**src/verilog/sac_pkg.sv**
```systemverilog
// Constants and types shared by the conversion controller and the testbench
package sac_pkg;
  localparam int RES_W = 18;
  localparam int CLK_MHZ = 250;
  localparam int CONV_MAX_NS = 527;
  localparam int CONV_CYC = (CONV_MAX_NS * CLK_MHZ) / 1000;
  localparam int ACQ_MIN_NS = 460;
  localparam int ACQ_CYC = (ACQ_MIN_NS * CLK_MHZ + 999) / 1000;
  localparam int CNV_GUARD_NS = 40;
  localparam int POR_MS = 100;
  localparam int POR_CYC = POR_MS * CLK_MHZ * 1000;
  localparam int WAKE_NS = 1000;
  localparam int WAKE_CYC = (WAKE_NS * CLK_MHZ + 999) / 1000;
  localparam int FIFO_DEPTH = 4;
  localparam int TMR_W = 20;
  localparam int POR_W = 25;
  localparam int PIN_CNV = 0;
  localparam int PIN_SCK = 1;
  localparam int PIN_SDOEN = 2;
  localparam int PIN_N = 3;
  typedef enum logic [2:0] {
    ST_ACQ = 3'h0,
    ST_CONV = 3'h1,
    ST_LOAD = 3'h2,
    ST_SLEEP = 3'h3,
    ST_WAKE = 3'h4
  } sac_state_e;
endpackage : sac_pkg
```
**src/verilog/sac_conv_ctrl.sv**
```systemverilog
// Conversion sequencing, nap/sleep power control and result readout
//
// Notes on behaviour
// - Rising convert_start powers the core and starts converting the sample.
// - Start edges during a running conversion never restart it.
// - Busy stays high for the whole conversion, low when it ends.
// - Conversion end powers the core down and returns to acquiring, or enters sleep if requested.
// - Conversion is timed internally, at most 527ns long.
// - At least 460ns acquisition between conversions, giving 1Msps.
// - Nap follows each conversion not ending in sleep; next start edge fully powers up.
// - In nap only the core is off; readout keeps working.
// - Sleep is entered at busy fall of the last conversion started.
// - A serial clock rise wakes the device from sleep.
// - Reset at power-up or supply drop, then re-initialise.
// - Result is an 18-bit two's complement value.
// - Result MSB is on the serial output as busy falls.
// - Serial output changes on each rising serial clock edge, except while busy (ST_CONV and ST_LOAD).
`timescale 1ns/1ps
module sac_conv_ctrl #(
  parameter int POR_CYC = sac_pkg::POR_CYC,
  parameter int WAKE_CYC = sac_pkg::WAKE_CYC,
  parameter int DEPTH = sac_pkg::FIFO_DEPTH
) (
  // Clock and power-on reset
  input wire logic clk_i,
  input wire logic rstn_i,
  // Pins from the host
  input wire logic convert_start_i,
  input wire logic sck_i,
  input wire logic sdo_en_i,
  // Sampled value from the converter core
  input wire logic [sac_pkg::RES_W-1:0] sample_i,
  // Pins to the host
  output logic busy_o,
  output logic sdo_o,
  output logic sdo_oe_o,
  // Power and status
  output logic core_pwr_o,
  output logic ref_pwr_o,
  output logic ready_o,
  output logic result_ok_o
);
  localparam int RW = sac_pkg::RES_W;
  localparam int TW = sac_pkg::TMR_W;
  localparam int PW = sac_pkg::POR_W;
  localparam int A_CONV = sac_pkg::CONV_CYC + 1;

  sac_pkg::sac_state_e state, next_state;
  logic [sac_pkg::PIN_N-1:0] pin_meta, pin_sync, pin_last;
  logic [TW-1:0] tmr, next_tmr;
  logic [PW-1:0] por_cnt, next_por_cnt;
  logic por_done, next_por_done;
  logic armed, next_armed, sleep_req, next_sleep_req;
  logic [RW-1:0] shift, next_shift;
  logic loaded, next_loaded, next_result_ok;
  logic start_ok, next_start_ok;
  logic next_busy, next_core_pwr, next_ref_pwr, next_ready;
  logic cnv_rise, sck_rise, live;
  logic in_valid, in_ready, out_valid, out_ready;
  logic [RW:0] out_data;

  // Pins come from the host's domain; only pin_sync and pin_last feed logic
  always_ff @(posedge clk_i or negedge rstn_i) begin
    if (!rstn_i) begin
      pin_meta <= '0;
      pin_sync <= '0;
      pin_last <= '0;
    end else begin
      pin_meta <= {sdo_en_i, sck_i, convert_start_i};
      pin_sync <= pin_meta;
      pin_last <= pin_sync;
    end
  end

  assign cnv_rise = pin_sync[sac_pkg::PIN_CNV] & ~pin_last[sac_pkg::PIN_CNV];
  assign sck_rise = pin_sync[sac_pkg::PIN_SCK] & ~pin_last[sac_pkg::PIN_SCK];
  // Start edges count only while awake
  assign live = (state != sac_pkg::ST_SLEEP) && (state != sac_pkg::ST_WAKE);
  assign in_valid = (state == sac_pkg::ST_CONV) && (tmr == '0);
  assign out_ready = (state == sac_pkg::ST_LOAD);

  sac_fifo #(
    .WIDTH(RW + 1),
    .DEPTH(DEPTH)
  ) u_fifo (
    .clk_i(clk_i),
    .rstn_i(rstn_i),
    .in_valid_i(in_valid),
    .in_ready_o(in_ready),
    .in_data_i({start_ok, sample_i}),
    .out_valid_o(out_valid),
    .out_ready_i(out_ready),
    .out_data_o(out_data)
  );

  always_comb begin
    next_state = state;
    next_tmr = (tmr != '0) ? tmr - 1'b1 : tmr;
    next_por_cnt = por_cnt;
    next_por_done = por_done;
    next_armed = armed;
    next_sleep_req = sleep_req;
    next_shift = shift;
    next_loaded = loaded;
    next_start_ok = start_ok;
    next_result_ok = result_ok_o;
    // Hold-off after reset before results are trusted
    if (!por_done) begin
      next_por_cnt = por_cnt + 1'b1;
      next_por_done = (por_cnt == PW'(POR_CYC - 1));
    end
    // A clock rise breaks a pending pulse pair; a start edge re-arms
    if (sck_rise) begin
      next_armed = 1'b0;
    end
    if (cnv_rise && live) begin
      next_armed = 1'b1;
      if (armed) begin
        next_sleep_req = 1'b1;
      end
    end
    // Readout runs in every state but ST_CONV and ST_LOAD (loaded clear), so nap does not block it
    if (sck_rise && loaded) begin
      next_shift = {shift[RW-2:0], 1'b0};
    end
    unique case (state)
      sac_pkg::ST_ACQ: begin
        if (cnv_rise && tmr == '0) begin
          next_state = sac_pkg::ST_CONV;
          next_tmr = TW'(sac_pkg::CONV_CYC - 1);
          next_loaded = 1'b0;
          // Validity is fixed at the start edge, not at the end
          next_start_ok = por_done;
        end
      end
      sac_pkg::ST_CONV: begin
        // Extra start edges only arm sleep, never reload the timer
        if (in_valid && in_ready) begin
          next_state = sac_pkg::ST_LOAD;
        end
      end
      sac_pkg::ST_LOAD: begin
        if (out_valid) begin
          next_shift = out_data[RW-1:0];
          next_result_ok = out_data[RW];
          next_loaded = 1'b1;
          next_tmr = TW'(sac_pkg::ACQ_CYC - 1);
          next_state = sac_pkg::ST_ACQ;
          if (sleep_req || (cnv_rise && armed)) begin
            next_state = sac_pkg::ST_SLEEP;
            next_sleep_req = 1'b0;
            next_armed = 1'b0;
          end
        end
      end
      sac_pkg::ST_SLEEP: begin
        if (sck_rise) begin
          next_state = sac_pkg::ST_WAKE;
          next_tmr = TW'(WAKE_CYC - 1);
        end
      end
      sac_pkg::ST_WAKE: begin
        if (tmr == '0) begin
          next_state = sac_pkg::ST_ACQ;
        end
      end
      default: begin
        next_state = sac_pkg::ST_ACQ;
      end
    endcase
    next_busy = (next_state == sac_pkg::ST_CONV) ||
                (next_state == sac_pkg::ST_LOAD);
    next_core_pwr = (next_state == sac_pkg::ST_CONV);
    next_ref_pwr = (next_state != sac_pkg::ST_SLEEP) &&
                   (next_state != sac_pkg::ST_WAKE);
    next_ready = next_por_done && next_ref_pwr;
  end

  always_ff @(posedge clk_i or negedge rstn_i) begin
    if (!rstn_i) begin
      state <= sac_pkg::ST_ACQ;
      tmr <= '0;
      por_cnt <= '0;
      por_done <= 1'b0;
      armed <= 1'b0;
      sleep_req <= 1'b0;
      shift <= '0;
      loaded <= 1'b0;
      start_ok <= 1'b0;
      result_ok_o <= 1'b0;
      busy_o <= 1'b0;
      core_pwr_o <= 1'b0;
      ref_pwr_o <= 1'b1;
      ready_o <= 1'b0;
      sdo_oe_o <= 1'b0;
    end else begin
      state <= next_state;
      tmr <= next_tmr;
      por_cnt <= next_por_cnt;
      por_done <= next_por_done;
      armed <= next_armed;
      sleep_req <= next_sleep_req;
      shift <= next_shift;
      loaded <= next_loaded;
      start_ok <= next_start_ok;
      result_ok_o <= next_result_ok;
      busy_o <= next_busy;
      core_pwr_o <= next_core_pwr;
      ref_pwr_o <= next_ref_pwr;
      ready_o <= next_ready;
      sdo_oe_o <= pin_sync[sac_pkg::PIN_SDOEN];
    end
  end

  assign sdo_o = shift[RW-1];
endmodule : sac_conv_ctrl

```
**src/verilog/sac_fifo.sv**
```systemverilog
// Small result FIFO with valid/ready on both sides
`timescale 1ns/1ps
module sac_fifo #(
  parameter int WIDTH = 19,
  parameter int DEPTH = 4
) (
  // Clock and reset
  input wire logic clk_i,
  input wire logic rstn_i,
  // Fill side
  input wire logic in_valid_i,
  output logic in_ready_o,
  input wire logic [WIDTH-1:0] in_data_i,
  // Drain side
  output logic out_valid_o,
  input wire logic out_ready_i,
  output logic [WIDTH-1:0] out_data_o
);
  localparam int AW = (DEPTH > 1) ? $clog2(DEPTH) : 1;
  localparam logic [AW-1:0] LAST = AW'(DEPTH - 1);
  localparam logic [AW:0] FULL = (AW + 1)'(DEPTH);

  logic [WIDTH-1:0] mem [DEPTH];
  logic [AW-1:0] wr_ptr, rd_ptr, next_wr_ptr, next_rd_ptr;
  logic [AW:0] count, next_count;
  logic push, pop;

  assign in_ready_o = (count != FULL);
  assign out_valid_o = (count != '0);
  assign out_data_o = mem[rd_ptr];
  assign push = in_valid_i && in_ready_o;
  assign pop = out_valid_o && out_ready_i;

  always_comb begin
    next_wr_ptr = wr_ptr;
    next_rd_ptr = rd_ptr;
    next_count = count;
    if (push) begin
      next_wr_ptr = (wr_ptr == LAST) ? '0 : wr_ptr + 1'b1;
    end
    if (pop) begin
      next_rd_ptr = (rd_ptr == LAST) ? '0 : rd_ptr + 1'b1;
    end
    if (push && !pop) begin
      next_count = count + 1'b1;
    end else if (pop && !push) begin
      next_count = count - 1'b1;
    end
  end

  always_ff @(posedge clk_i or negedge rstn_i) begin
    if (!rstn_i) begin
      wr_ptr <= '0;
      rd_ptr <= '0;
      count <= '0;
    end else begin
      wr_ptr <= next_wr_ptr;
      rd_ptr <= next_rd_ptr;
      count <= next_count;
    end
  end

  // Storage has no reset; a word is read only after it was written
  always_ff @(posedge clk_i) begin
    if (push) begin
      mem[wr_ptr] <= in_data_i;
    end
  end
endmodule : sac_fifo

```
**config.mk**
```make
export PLATFORM = sky130hd
export DESIGN_NAME = sac_conv_ctrl
export DESIGN_NICKNAME = d
export VERILOG_FILES = /design/src/verilog/sac_pkg.sv /design/src/verilog/sac_conv_ctrl.sv /design/src/verilog/sac_fifo.sv
export SDC_FILE = /design/constraint.sdc
export NUM_CORES = 1
export LEC_CHECK = 0
export ABC_AREA = 0
export BUFFER_PORTS_ARGS = -buffer_cell sky130_fd_sc_hd__buf_2
export CAP_MARGIN = 20
export CORE_MARGIN = 10
export CORE_UTILIZATION = 34
export DETAILED_ROUTE_END_ITERATION = 6
export SYNTH_ARGS = -nofsm -noshare
export SYNTH_HDL_FRONTEND = slang
export SYNTH_SLANG_ARGS = --single-unit
```
**constraint.sdc**
```tcl
create_clock -name clk_i -period 7.2 [get_ports clk_i]
set_clock_uncertainty 0.1 [all_clocks]
set_input_delay 1.08 -clock clk_i [delete_from_list [all_inputs] [get_ports clk_i]]
set_output_delay 1.08 -clock clk_i [all_outputs]
set_load 0.005 [all_outputs]
```
==> summary.txt, run 1 <==
Rel. slew slack: 0.298
Net Sw Frac: 0.294
Syn Nets: 551
WHS: 0.248 ns
Ys Warns: 0
Cell Rows: 53
first-pass iteration count of the detailed router: 4
All-Layer GR Usage: 0.104
Pleak: 3.22 nW
final WL: 13.5 mm
Gate power share: 0.197
Fmax: 310 MHz
fin crit period: 3.22 ns
ANT nets after route: 0
DIE HEIGHT: 165 um
reg2reg end: u_fifo.count[2]
WL met1: 6.19 mm
Area Overhead vs Synth: 14.1%
R2R cell count: 11
CP cell instances: inv_1 > ha_1 > nor3b_1 > nand4_2 > nor4b_4 > ha_1 > inv_1 > fa_1 > xor2_1 > nor2_1 > xor2_1
Setup-failing EPs final: 0
register area: 4590 um^2
Min-Delay Path Depth: 0
Final Hold Fails: 0
per-cell routed wire length: 15.9 um
max cap viols: 0
syn avg cell area: 13.9 um^2
CTS resizes: 0
Worst Path Arrival: 3.46 ns
CTS H-tree depth: 4
Remaining DRCs: 0
Clk network pwr share: 0.309
Die W: 165 um
n_diodes: 0
unrepaired setup endpoints after global routing: no
I/O Pins: 30
via count: 4,266
Root Buffer: clkbuf_16
Power Density: 313 nW/um^2
WP data required: 7.43 ns
worst r2r src: tmr[0]
initial antenna violation count: 1
mapped cell area: 7180 um^2
Final period util: 0.448
# hold bufs at CTS: 0
layout cells sized above 1: 0.195
GP Congestion: 0.799
first-pass GRT wire length: 22.7 mm
Clk Latency, worst-skew pair: 0.41 ns
register bit count reported by yosys: 168
CTS sink cnt: 168
sw power: 0.756 mW
Slowest-stage cell, CP: nor4b_4
core box area: 20,900 um^2
total gr overflow: 0
r2r setup slk: 3.98 ns
Seq pwr share: 0.493
number of port buffers: 29
crit start category: register
CTS tree: built
total CTS buffers: 17
Post-DP HPWL: 8.81 mm
# nets final: 590
TNS Setup: 0 ns
# fillers: 1,966
VDD IR max: 0.245 mV
internal power: 1.81 mW
Starting Density: 0.344
worst-margin pin slew: 1.04 ns
Die ar.: 27,300 um^2
Hold Crit Start: pin_meta[2]
Vias/cell: 5.05
crit path max fanout: 8
Initial DRC Count: 378
Multi-input gate area: 2490 um^2
Hold Path End: pin_sync[2]
EDFF count, synth: 76
commonest non-fill, non-tap cell in the layout: dfrtp_1
Setup Buffers After CTS: 0
Worst-path clk slew: 0.06 ns
top layer in use: met5
WS Path Type: register to register
CP max stage delay: 0.51 ns
ys flop type: dfrtp_1
vias in the first global route: 4,465
Max Transition Viols Final: 0
leading cell types in the layout, fill and taps excluded: 91 x dfrtp_1, 76 x edfxtp_1, 46 x nand2_1, 28 x buf_2, 23 x o21ai_0
Netlist cell types: 61
met2 routed WL: 6.64 mm
Setup crit end kind: register
outcome: completed
clock tree buffer depth: 2
routed length on met3: 530 um
Worst Hold Class: register to register
register area share after synthesis: 0.639
async set-reset flop share out of synthesis: 0.548
largest net degree at the start of global routing: 81
gate count of the mapped netlist: 518
## state kept, by name (all words and copies together) (netlist names), 2 cells and up
signal and cells:
u_fifo.mem 76, por_cnt 25, tmr 20, pin_last 2
u_fifo.rd_ptr 2, pin_sync 3, shift 18, pin_meta 3
u_fifo.wr_ptr 2, u_fifo.count 3, state 3
## cell families after synthesis
family	count (synthesis)	synth area share
and+or+nand+nor	172	0.138
AOI/OAI and AO/OA	70	0.0610
DFF	168	0.639
adders and majority gates	10	0.0185
muxes	44	0.0953
buffers and inverters	26	0.0141
xor gates and xnor gates	28	0.0342
## power by group through the flow
stage,Sequential (mW),Combinational [mW],Clock [mW]
after global placement,1.27,0.497,0
final,1.27,0.507,0.794
after floorplan,1.24,0.400,0
after CTS,1.27,0.512,0.818
after detailed placement,1.28,0.511,0
after global routing,1.29,0.578,0.853
## worst max-delay path by stage
stage / start / end / slack, ns / cells after the start
6_report: tmr[0] / u_fifo.count[2] / 3.98 / 11
5_1_grt: tmr[0] / u_fifo.count[2] / 3.72 / 11
4_1_cts: tmr[0] / u_fifo.count[2] / 4.00 / 11
3_5_place_dp: tmr[0] / u_fifo.count[2] / 4.01 / 11
3_3_place_gp: tmr[0] / u_fifo.count[2] / 4.14 / 11
2_1_floorplan: tmr[0] / u_fifo.count[2] / 4.40 / 11
## final cells by class
type / instances / area share
clock buffer: 21 / 0.0538
clock inverter: 11 / 0.00932
inverter: 12 / 0.00550
multi-input combinational: 324 / 0.304
sequential: 168 / 0.560
tap: 275 / 0.0420
timing repair buffer: 34 / 0.0251
## critical path, delay by kind of cell, from the launching register on
kind                     cells  cell delay (ns)
buffers and inverters        2             0.17
flip-flops                   1             0.40
adder cells (fa/ha/maj)      3             0.80
AND/OR/NAND/NOR              4             1.35
XOR/XNOR                     2             0.32
## routing by layer
layer	up-vias	GRT usage
li1	2035	-
met1	2136	0.132
met2	83	0.168
met3	10	0.0322
met4	2	0.0275
met5	-	0
## cell usage after synthesis (3+ instances only)
cell / n / area share
clkbuf_1: 8 / 0.0042
o31ai_1: 7 / 0.0073
xor2_1: 6 / 0.0073
and3_1: 4 / 0.0035
nor4_1: 9 / 0.0078
nor2_1: 20 / 0.010
nor3b_1: 3 / 0.0031
or2_2: 4 / 0.0035
mux2i_1: 20 / 0.028
buf_1: 3 / 0.0016
nand4_1: 13 / 0.011
mux4_2: 19 / 0.060
nor3_1: 15 / 0.010
nor2b_1: 3 / 0.0026
xnor2_1: 22 / 0.027
o21ai_0: 23 / 0.016
or4_1: 4 / 0.0042
a31o_2: 5 / 0.0061
mux2_2: 5 / 0.0078
nand2b_1: 7 / 0.0061
and2_2: 4 / 0.0042
nand3_1: 11 / 0.0077
a21o_1: 4 / 0.0042
inv_1: 12 / 0.0063
or3_1: 5 / 0.0044
a21oi_1: 18 / 0.013
and4_1: 4 / 0.0049
nand4b_1: 3 / 0.0037
edfxtp_1: 76 / 0.32
dfrtp_1: 91 / 0.32
nand2_1: 46 / 0.024
ha_1: 9 / 0.016
## through the flow
step / std cells / setup WS [ns] / power (mW) / instance area [um^2] / util
after floorplan: 518 / 4.40 / 1.64 / 7180 / -
after global placement: 811 / 4.14 / 1.77 / 7640 / 0.366
after detailed placement: 811 / 4.01 / 1.79 / 7640 / 0.366
after CTS: 843 / 4.00 / 2.60 / 8160 / 0.390
after global routing: 845 / 3.72 / 2.72 / 8190 / 0.392
final: 845 / 3.98 / 2.57 / 8190 / 0.392
(Power assumes the default switching activity.)
==> inputs of run 2 (changes only) <==
--- a/config.mk
+++ b/config.mk
@@ -5,7 +5,7 @@
 export SDC_FILE = /design/constraint.sdc
 export NUM_CORES = 1
 export LEC_CHECK = 0
-export ABC_AREA = 0
+export ABC_AREA = 1
 export BUFFER_PORTS_ARGS = -buffer_cell sky130_fd_sc_hd__buf_2
 export CAP_MARGIN = 20
 export CORE_MARGIN = 10
==> constraint.sdc (replaced) <==
create_clock -name clk_i -period 3.3 [get_ports clk_i]
set_clock_uncertainty 0.1 [all_clocks]
set_input_delay 0.495 -clock clk_i [delete_from_list [all_inputs] [get_ports clk_i]]
set_output_delay 0.495 -clock clk_i [all_outputs]
set_load 0.005 [all_outputs]
==> summary.txt, run 2 <==
outcome: complete, but fails checks
failing checks: negative hold slack
Final Hold Fails: 5
Worst Path Arrival: 2.58 ns
CP max stage delay: 0.43 ns
via count: 5,026
Power Density: 704 nW/um^2
Vias/cell: 4.64
Clk Latency, worst-skew pair: 0.43 ns
Pleak: 3.71 nW
max FFs per register: 76
Cell Rows: 54
Rel. slew slack: 0.536
Setup Buffers After CTS: 0
I/O Pins: 30
largest net degree at the start of global routing: 52
Starting Density: 0.347
Final period util: 0.718
first-pass GRT wire length: 25.9 mm
GP Congestion: 0.810
mapped cell area: 7610 um^2
most numerous cell in the Yosys netlist: nand2_1
initial antenna violation count: 0
async set-reset flop share out of synthesis: 0.548
core box area: 22,000 um^2
max cap viols: 0
gate count of the mapped netlist: 754
CTS sink cnt: 168
crit start category: register
Die ar.: 28,800 um^2
WS Path Type: register to register
# nets final: 824
ys flop type: dfrtp_1
Root Buffer: clkbuf_16
EDFF count, synth: 76
vias in the first global route: 5,082
CP cell instances: inv_1 > ha_1 > nand2_1 > nor2_4 > nand4_1 > nor2_2 > ha_1 > inv_1 > fa_1 > mux2_2
Remaining DRCs: 0
total CTS buffers: 17
crit path max fanout: 5
Setup crit end kind: register
Slowest-stage cell, CP: fa_1
CTS H-tree depth: 4
WHS: -0.00677 ns
# hold bufs at CTS: 0
fin crit period: 2.37 ns
biggest regs: u_fifo.mem: 76 flops, por_cnt: 25 flops, tmr: 20 flops
leading cell types in the layout, fill and taps excluded: 111 x nand2_1, 96 x nor2_1, 91 x dfrtp_1, 90 x inv_1, 81 x o21ai_0
per-cell routed wire length: 14.1 um
Post-DP HPWL: 10.4 mm
area leader, netlist: edfxtp_1
area share of the largest cell type after synthesis: 0.300
Area Overhead vs Synth: 14.0%
WP data required: 3.51 ns
commonest non-fill, non-tap cell in the layout: nand2_1
# fillers: 2,133
layout cells sized above 1: 0.164
first-pass iteration count of the detailed router: 4
register bit count reported by yosys: 168
CTS tree: built
number of port buffers: 29
Initial DRC Count: 363
Netlist cell types: 42
commonest cells in the netlist: 111 x nand2_1, 100 x nor2_1, 91 x dfrtp_1
Top delay family on crit path: adder cells
Max Transition Viols Final: 0
DIE HEIGHT: 170 um
TNS Setup: 0 ns
CTS resizes: 0
All-Layer GR Usage: 0.112
Fmax: 422 MHz
syn avg cell area: 10.1 um^2
Worst-path clk slew: 0.07 ns
Syn Nets: 787
ANT nets after route: 0
Ys Warns: 0
n_diodes: 0
CP Buf/Inv Count: 2
Worst Hold Class: primary input to asynchronous set/reset pin
unrepaired setup endpoints after global routing: no
clock tree buffer depth: 2
VDD IR max: 0.428 mV
final WL: 15.3 mm
register area share after synthesis: 0.602
synth top area cells: edfxtp_1 30%, dfrtp_1 30%, nand2_1 5.5%, o21ai_0 5.3%, nor2_1 4.9%
Setup-failing EPs final: 0
worst-margin pin slew: 0.697 ns
Biggest register: u_fifo.mem
Die W: 170 um
total gr overflow: 0
[run 2: cell count changes in the layout (fill, tap and decap cells not counted), moves of 8 or more]
cell / previous run / this run
nand2_1: 46 / 111
mux4_2: 19 / 0
a21oi_1: 18 / 9
nor2_2: 1 / 17
nor4_1: 9 / 1
xnor2_1: 22 / 12
nor2_1: 19 / 96
o22ai_1: 1 / 13
mux2i_1: 20 / 0
nand3_1: 11 / 26
xor2_1: 6 / 24
inv_1: 12 / 90
o21ai_0: 23 / 81
[run 2: routing by layer]
layer | GRT usage | part of all wire
met4 | 0.0465 | 0.018
met1 | 0.148 | 0.48
met3 | 0.0261 | 0.036
met2 | 0.174 | 0.47
met5 | 0 | 0
[run 2: power breakdown]
part	internal, mW	leakage [nW]	switching, mW
Sequential	2.46	1.84	0.181
Combinational	0.535	1.60	1.03
Clock	1.00	0.278	0.901
[run 2: through the flow]
| step | power [mW] | util | cell area (um^2) | worst slack (ns) | cells |
|---|---|---|---|---|---|
| final | 6.11 | 0.395 | 8680 | 0.929 | 1084 |
| after global routing | 6.53 | 0.395 | 8680 | 0.729 | 1084 |
| after CTS | 6.18 | 0.395 | 8680 | 0.929 | 1084 |
| after detailed placement | 4.26 | 0.369 | 8110 | 0.956 | 1052 |
| after global placement | 4.25 | 0.369 | 8110 | 0.986 | 1052 |
| after floorplan | 3.81 | - | 7610 | 0.791 | 754 |
[run 2: path summary, 6_finish.rpt]
| check | from | end | slack [ns] | cells after the start |
|---|---|---|---|---|
| max in group asynchronous | rstn_i | ref_pwr_o | 2.38 | 2 |
| min in group clk_i | sck_i | pin_meta[1] | 0.07 | 1 |
| worst min register to register | pin_meta[0] | pin_sync[0] | 0.25 | 0 |
| worst min-delay path | rstn_i | tmr[10] | -0.007 | 1 |
| worst max-delay path | tmr[0] | u_fifo.count[1] | 0.93 | 10 |
| worst max register to register | tmr[0] | u_fifo.count[1] | 0.93 | 10 |
[run 2: cell type report]
| type | instances | area [um^2] | area share |
|---|---|---|---|
| Clock buffer | 17 | 425 | 0.0490 |
| Timing Repair Buffer | 38 | 228 | 0.0262 |
| Multi-Input combinational cell | 471 | 2590 | 0.298 |
| Clock inverter | 15 | 148 | 0.0170 |
| Sequential cell | 168 | 4590 | 0.528 |
| Tap cell | 280 | 350 | 0.0404 |
| Inverter | 95 | 357 | 0.0411 |
[run 2: worst reg2reg max path: stages (launching register included)]
cell	delay, ns
dfrtp_1	0.36
inv_1	0.12
ha_1	0.21
nand2_1	0.10
nor2_4	0.16
nand4_1	0.16
nor2_2	0.15
ha_1	0.15
inv_1	0.06
fa_1	0.43
mux2_2	0.27
[run 2: logic make-up (layout without fill, tap and decap cells)]
family	after synthesis	in the layout	synth area share
flops	168	168	0.602
xor+xnor	36	36	0.0414
buf+inv	115	165	0.0592
fa+ha+maj	10	10	0.0174
mux	1	1	0.00148
compound gates	116	116	0.0832
simple gates	308	308	0.195
==> inputs of run 3 (changes only) <==
--- a/config.mk
+++ b/config.mk
@@ -5,7 +5,7 @@
 export SDC_FILE = /design/constraint.sdc
 export NUM_CORES = 1
 export LEC_CHECK = 0
-export ABC_AREA = 1
+export ABC_AREA = 0
 export BUFFER_PORTS_ARGS = -buffer_cell sky130_fd_sc_hd__buf_2
 export CAP_MARGIN = 20
 export CORE_MARGIN = 10
==> constraint.sdc (replaced) <==
create_clock -name clk_i -period 1.91 [get_ports clk_i]
set_clock_uncertainty 0.1 [all_clocks]
set_input_delay 0.2865 -clock clk_i [delete_from_list [all_inputs] [get_ports clk_i]]
set_output_delay 0.2865 -clock clk_i [all_outputs]
set_load 0.005 [all_outputs]
==> summary.txt, run 3 (synthesized netlist as in run 1, its figures left out) <==
outcome: complete, but fails checks
failing checks: negative setup slack
unrepaired setup endpoints after global routing: yes
GP Congestion: 0.812
Cell Rows: 53
total CTS buffers: 17
Area Overhead vs Synth: 35.1%
n_diodes: 0
Starting Density: 0.344
initial antenna violation count: 0
worst-margin pin slew: 0.438 ns
WP data required: 2.15 ns
WS Path Type: register to register
CTS sink cnt: 168
CP max stage delay: 0.41 ns
first-pass GRT wire length: 26.4 mm
# nets final: 709
leading cell types in the layout, fill and taps excluded: 90 x dfrtp_1, 76 x edfxtp_1, 72 x buf_4, 45 x nand2_1, 28 x buf_2
Total Power: 11.4 mW
Final Hold Fails: 0
Worst-path clk slew: 0.07 ns
Slowest-stage cell, CP: dfrtp_1
clock tree buffer depth: 2
Final Core Density: 0.464
per-cell routed wire length: 16.7 um
ANT nets after route: 0
biggest regs: u_fifo.mem: 76 flops, por_cnt: 25 flops, tmr: 20 flops
Initial DRC Count: 280
DP Area: 8310 um^2
Vias/cell: 5.00
vias in the first global route: 5,150
WHS: 0.250 ns
total gr overflow: 0
Remaining DRCs: 0
number of port buffers: 29
Clk Latency, worst-skew pair: 0.43 ns
Worst Hold Class: primary input to asynchronous set/reset pin
Root Buffer: clkbuf_16
Setup crit end kind: register
crit path max fanout: 3
Post-DP HPWL: 9.87 mm
Pleak: 3.96 nW
Die W: 165 um
Biggest register: u_fifo.mem
CP cell instances: inv_2 > ha_4 > nor3b_4 > nand4_2 > nor4b_4 > ha_4 > inv_2 > fa_2 > xor2_1 > nor2_1 > xor2_1
CTS H-tree depth: 4
CTS tree: built
All-Layer GR Usage: 0.123
crit start category: register
commonest non-fill, non-tap cell in the layout: dfrtp_1
Die ar.: 27,300 um^2
worst setup margin: -0.641 ns
via count: 4,820
max cap viols: 0
DIE HEIGHT: 165 um
core box area: 20,900 um^2
Fmax: 392 MHz
Final period util: 1.34
largest net degree at the start of global routing: 42
max FFs per register: 76
final WL: 16.1 mm
# fillers: 1,798
I/O Pins: 30
Worst Path Arrival: 2.79 ns
post-route design area: 9700 um^2
Max Transition Viols Final: 0
Setup-failing EPs final: 108
VDD IR max: 0.708 mV
TNS Setup: -45.69 ns
Rel. slew slack: 0.708
layout cells sized above 1: 0.358
Power Density: 1180 nW/um^2
first-pass iteration count of the detailed router: 6
fin crit period: 2.55 ns
[run 3: cell count changes in the layout (fill, tap and decap cells not counted), moves of 22 or more]
cell           change
buf_4             +63
o21ai_0           -60
nand2_1           -66
dlygate4sd3_1     +22
nor2_1            -78
inv_1             -81
[run 3: critical path, delay by kind of cell (launching register included)]
| family | cells | cell delay (ns) |
|---|---|---|
| adders and majority gates | 3 | 0.63 |
| xor gates and xnor gates | 2 | 0.33 |
| and+or+nand+nor | 4 | 0.88 |
| buffers and inverters | 2 | 0.13 |
| DFF | 1 | 0.41 |
[run 3: worst paths after layout]
path | slack (ns) | depth (start not counted) | startpoint | to
setup / recovery | -0.64 | 11 | tmr[1] | u_fifo.count[2]
hold / removal | 0.25 | 2 | rstn_i | tmr[13]
setup reg to reg | -0.64 | 11 | tmr[1] | u_fifo.count[2]
hold reg to reg | 0.25 | 0 | pin_sync[2] | sdo_oe_o
max in group asynchronous | 0.87 | 3 | rstn_i | sleep_req
min in group clk_i | 0.25 | 0 | pin_sync[2] | sdo_oe_o
[run 3: power by group]
| part | internal (mW) | switching (mW) | total [mW] |
|---|---|---|---|
| registers | 4.25 | 0.340 | 4.59 |
| clock network | 1.87 | 1.57 | 3.44 |
| logic | 1.82 | 1.57 | 3.39 |
[run 3: layout make-up]
cell class                 instances  area (um^2)  share of cell area
multi-input combinational        324         2710               0.280
timing repair buffer             153         1410               0.145
sequential                       168         4590               0.473
inverter                          12         45.0             0.00464
tap                              275          344              0.0355
clock buffer                      17          425              0.0439
clock inverter                    15          175              0.0181
[run 3: metrics by stage]
step / instances / setup slack (ns)
after floorplan: 518 / -0.716
after global placement: 887 / -0.582
after detailed placement: 887 / -0.643
after CTS: 965 / -0.629
after global routing: 964 / -0.757
final: 964 / -0.641
[run 3: timing repair]
| action | 4_1_cts | 5_1_grt |
|---|---|---|
| setup buffers | 15 | 7 |
| hold buffers | 22 | 0 |
| cloned | 9 | 1 |
| setup endpoints to repair | 109 | 127 |
| pin swaps | 17 | 4 |
| gates resized for setup | 58 | 19 |
| hold endpoints to repair | 101 | 0 |
[run 3: layer usage]
layer,GRT usage,vias up,share of wire
met5,0,-,0
met4,0.0391,0,0.014
met3,0.0285,20,0.041
met2,0.217,106,0.52
met1,0.145,2417,0.42
li1,-,2277,-
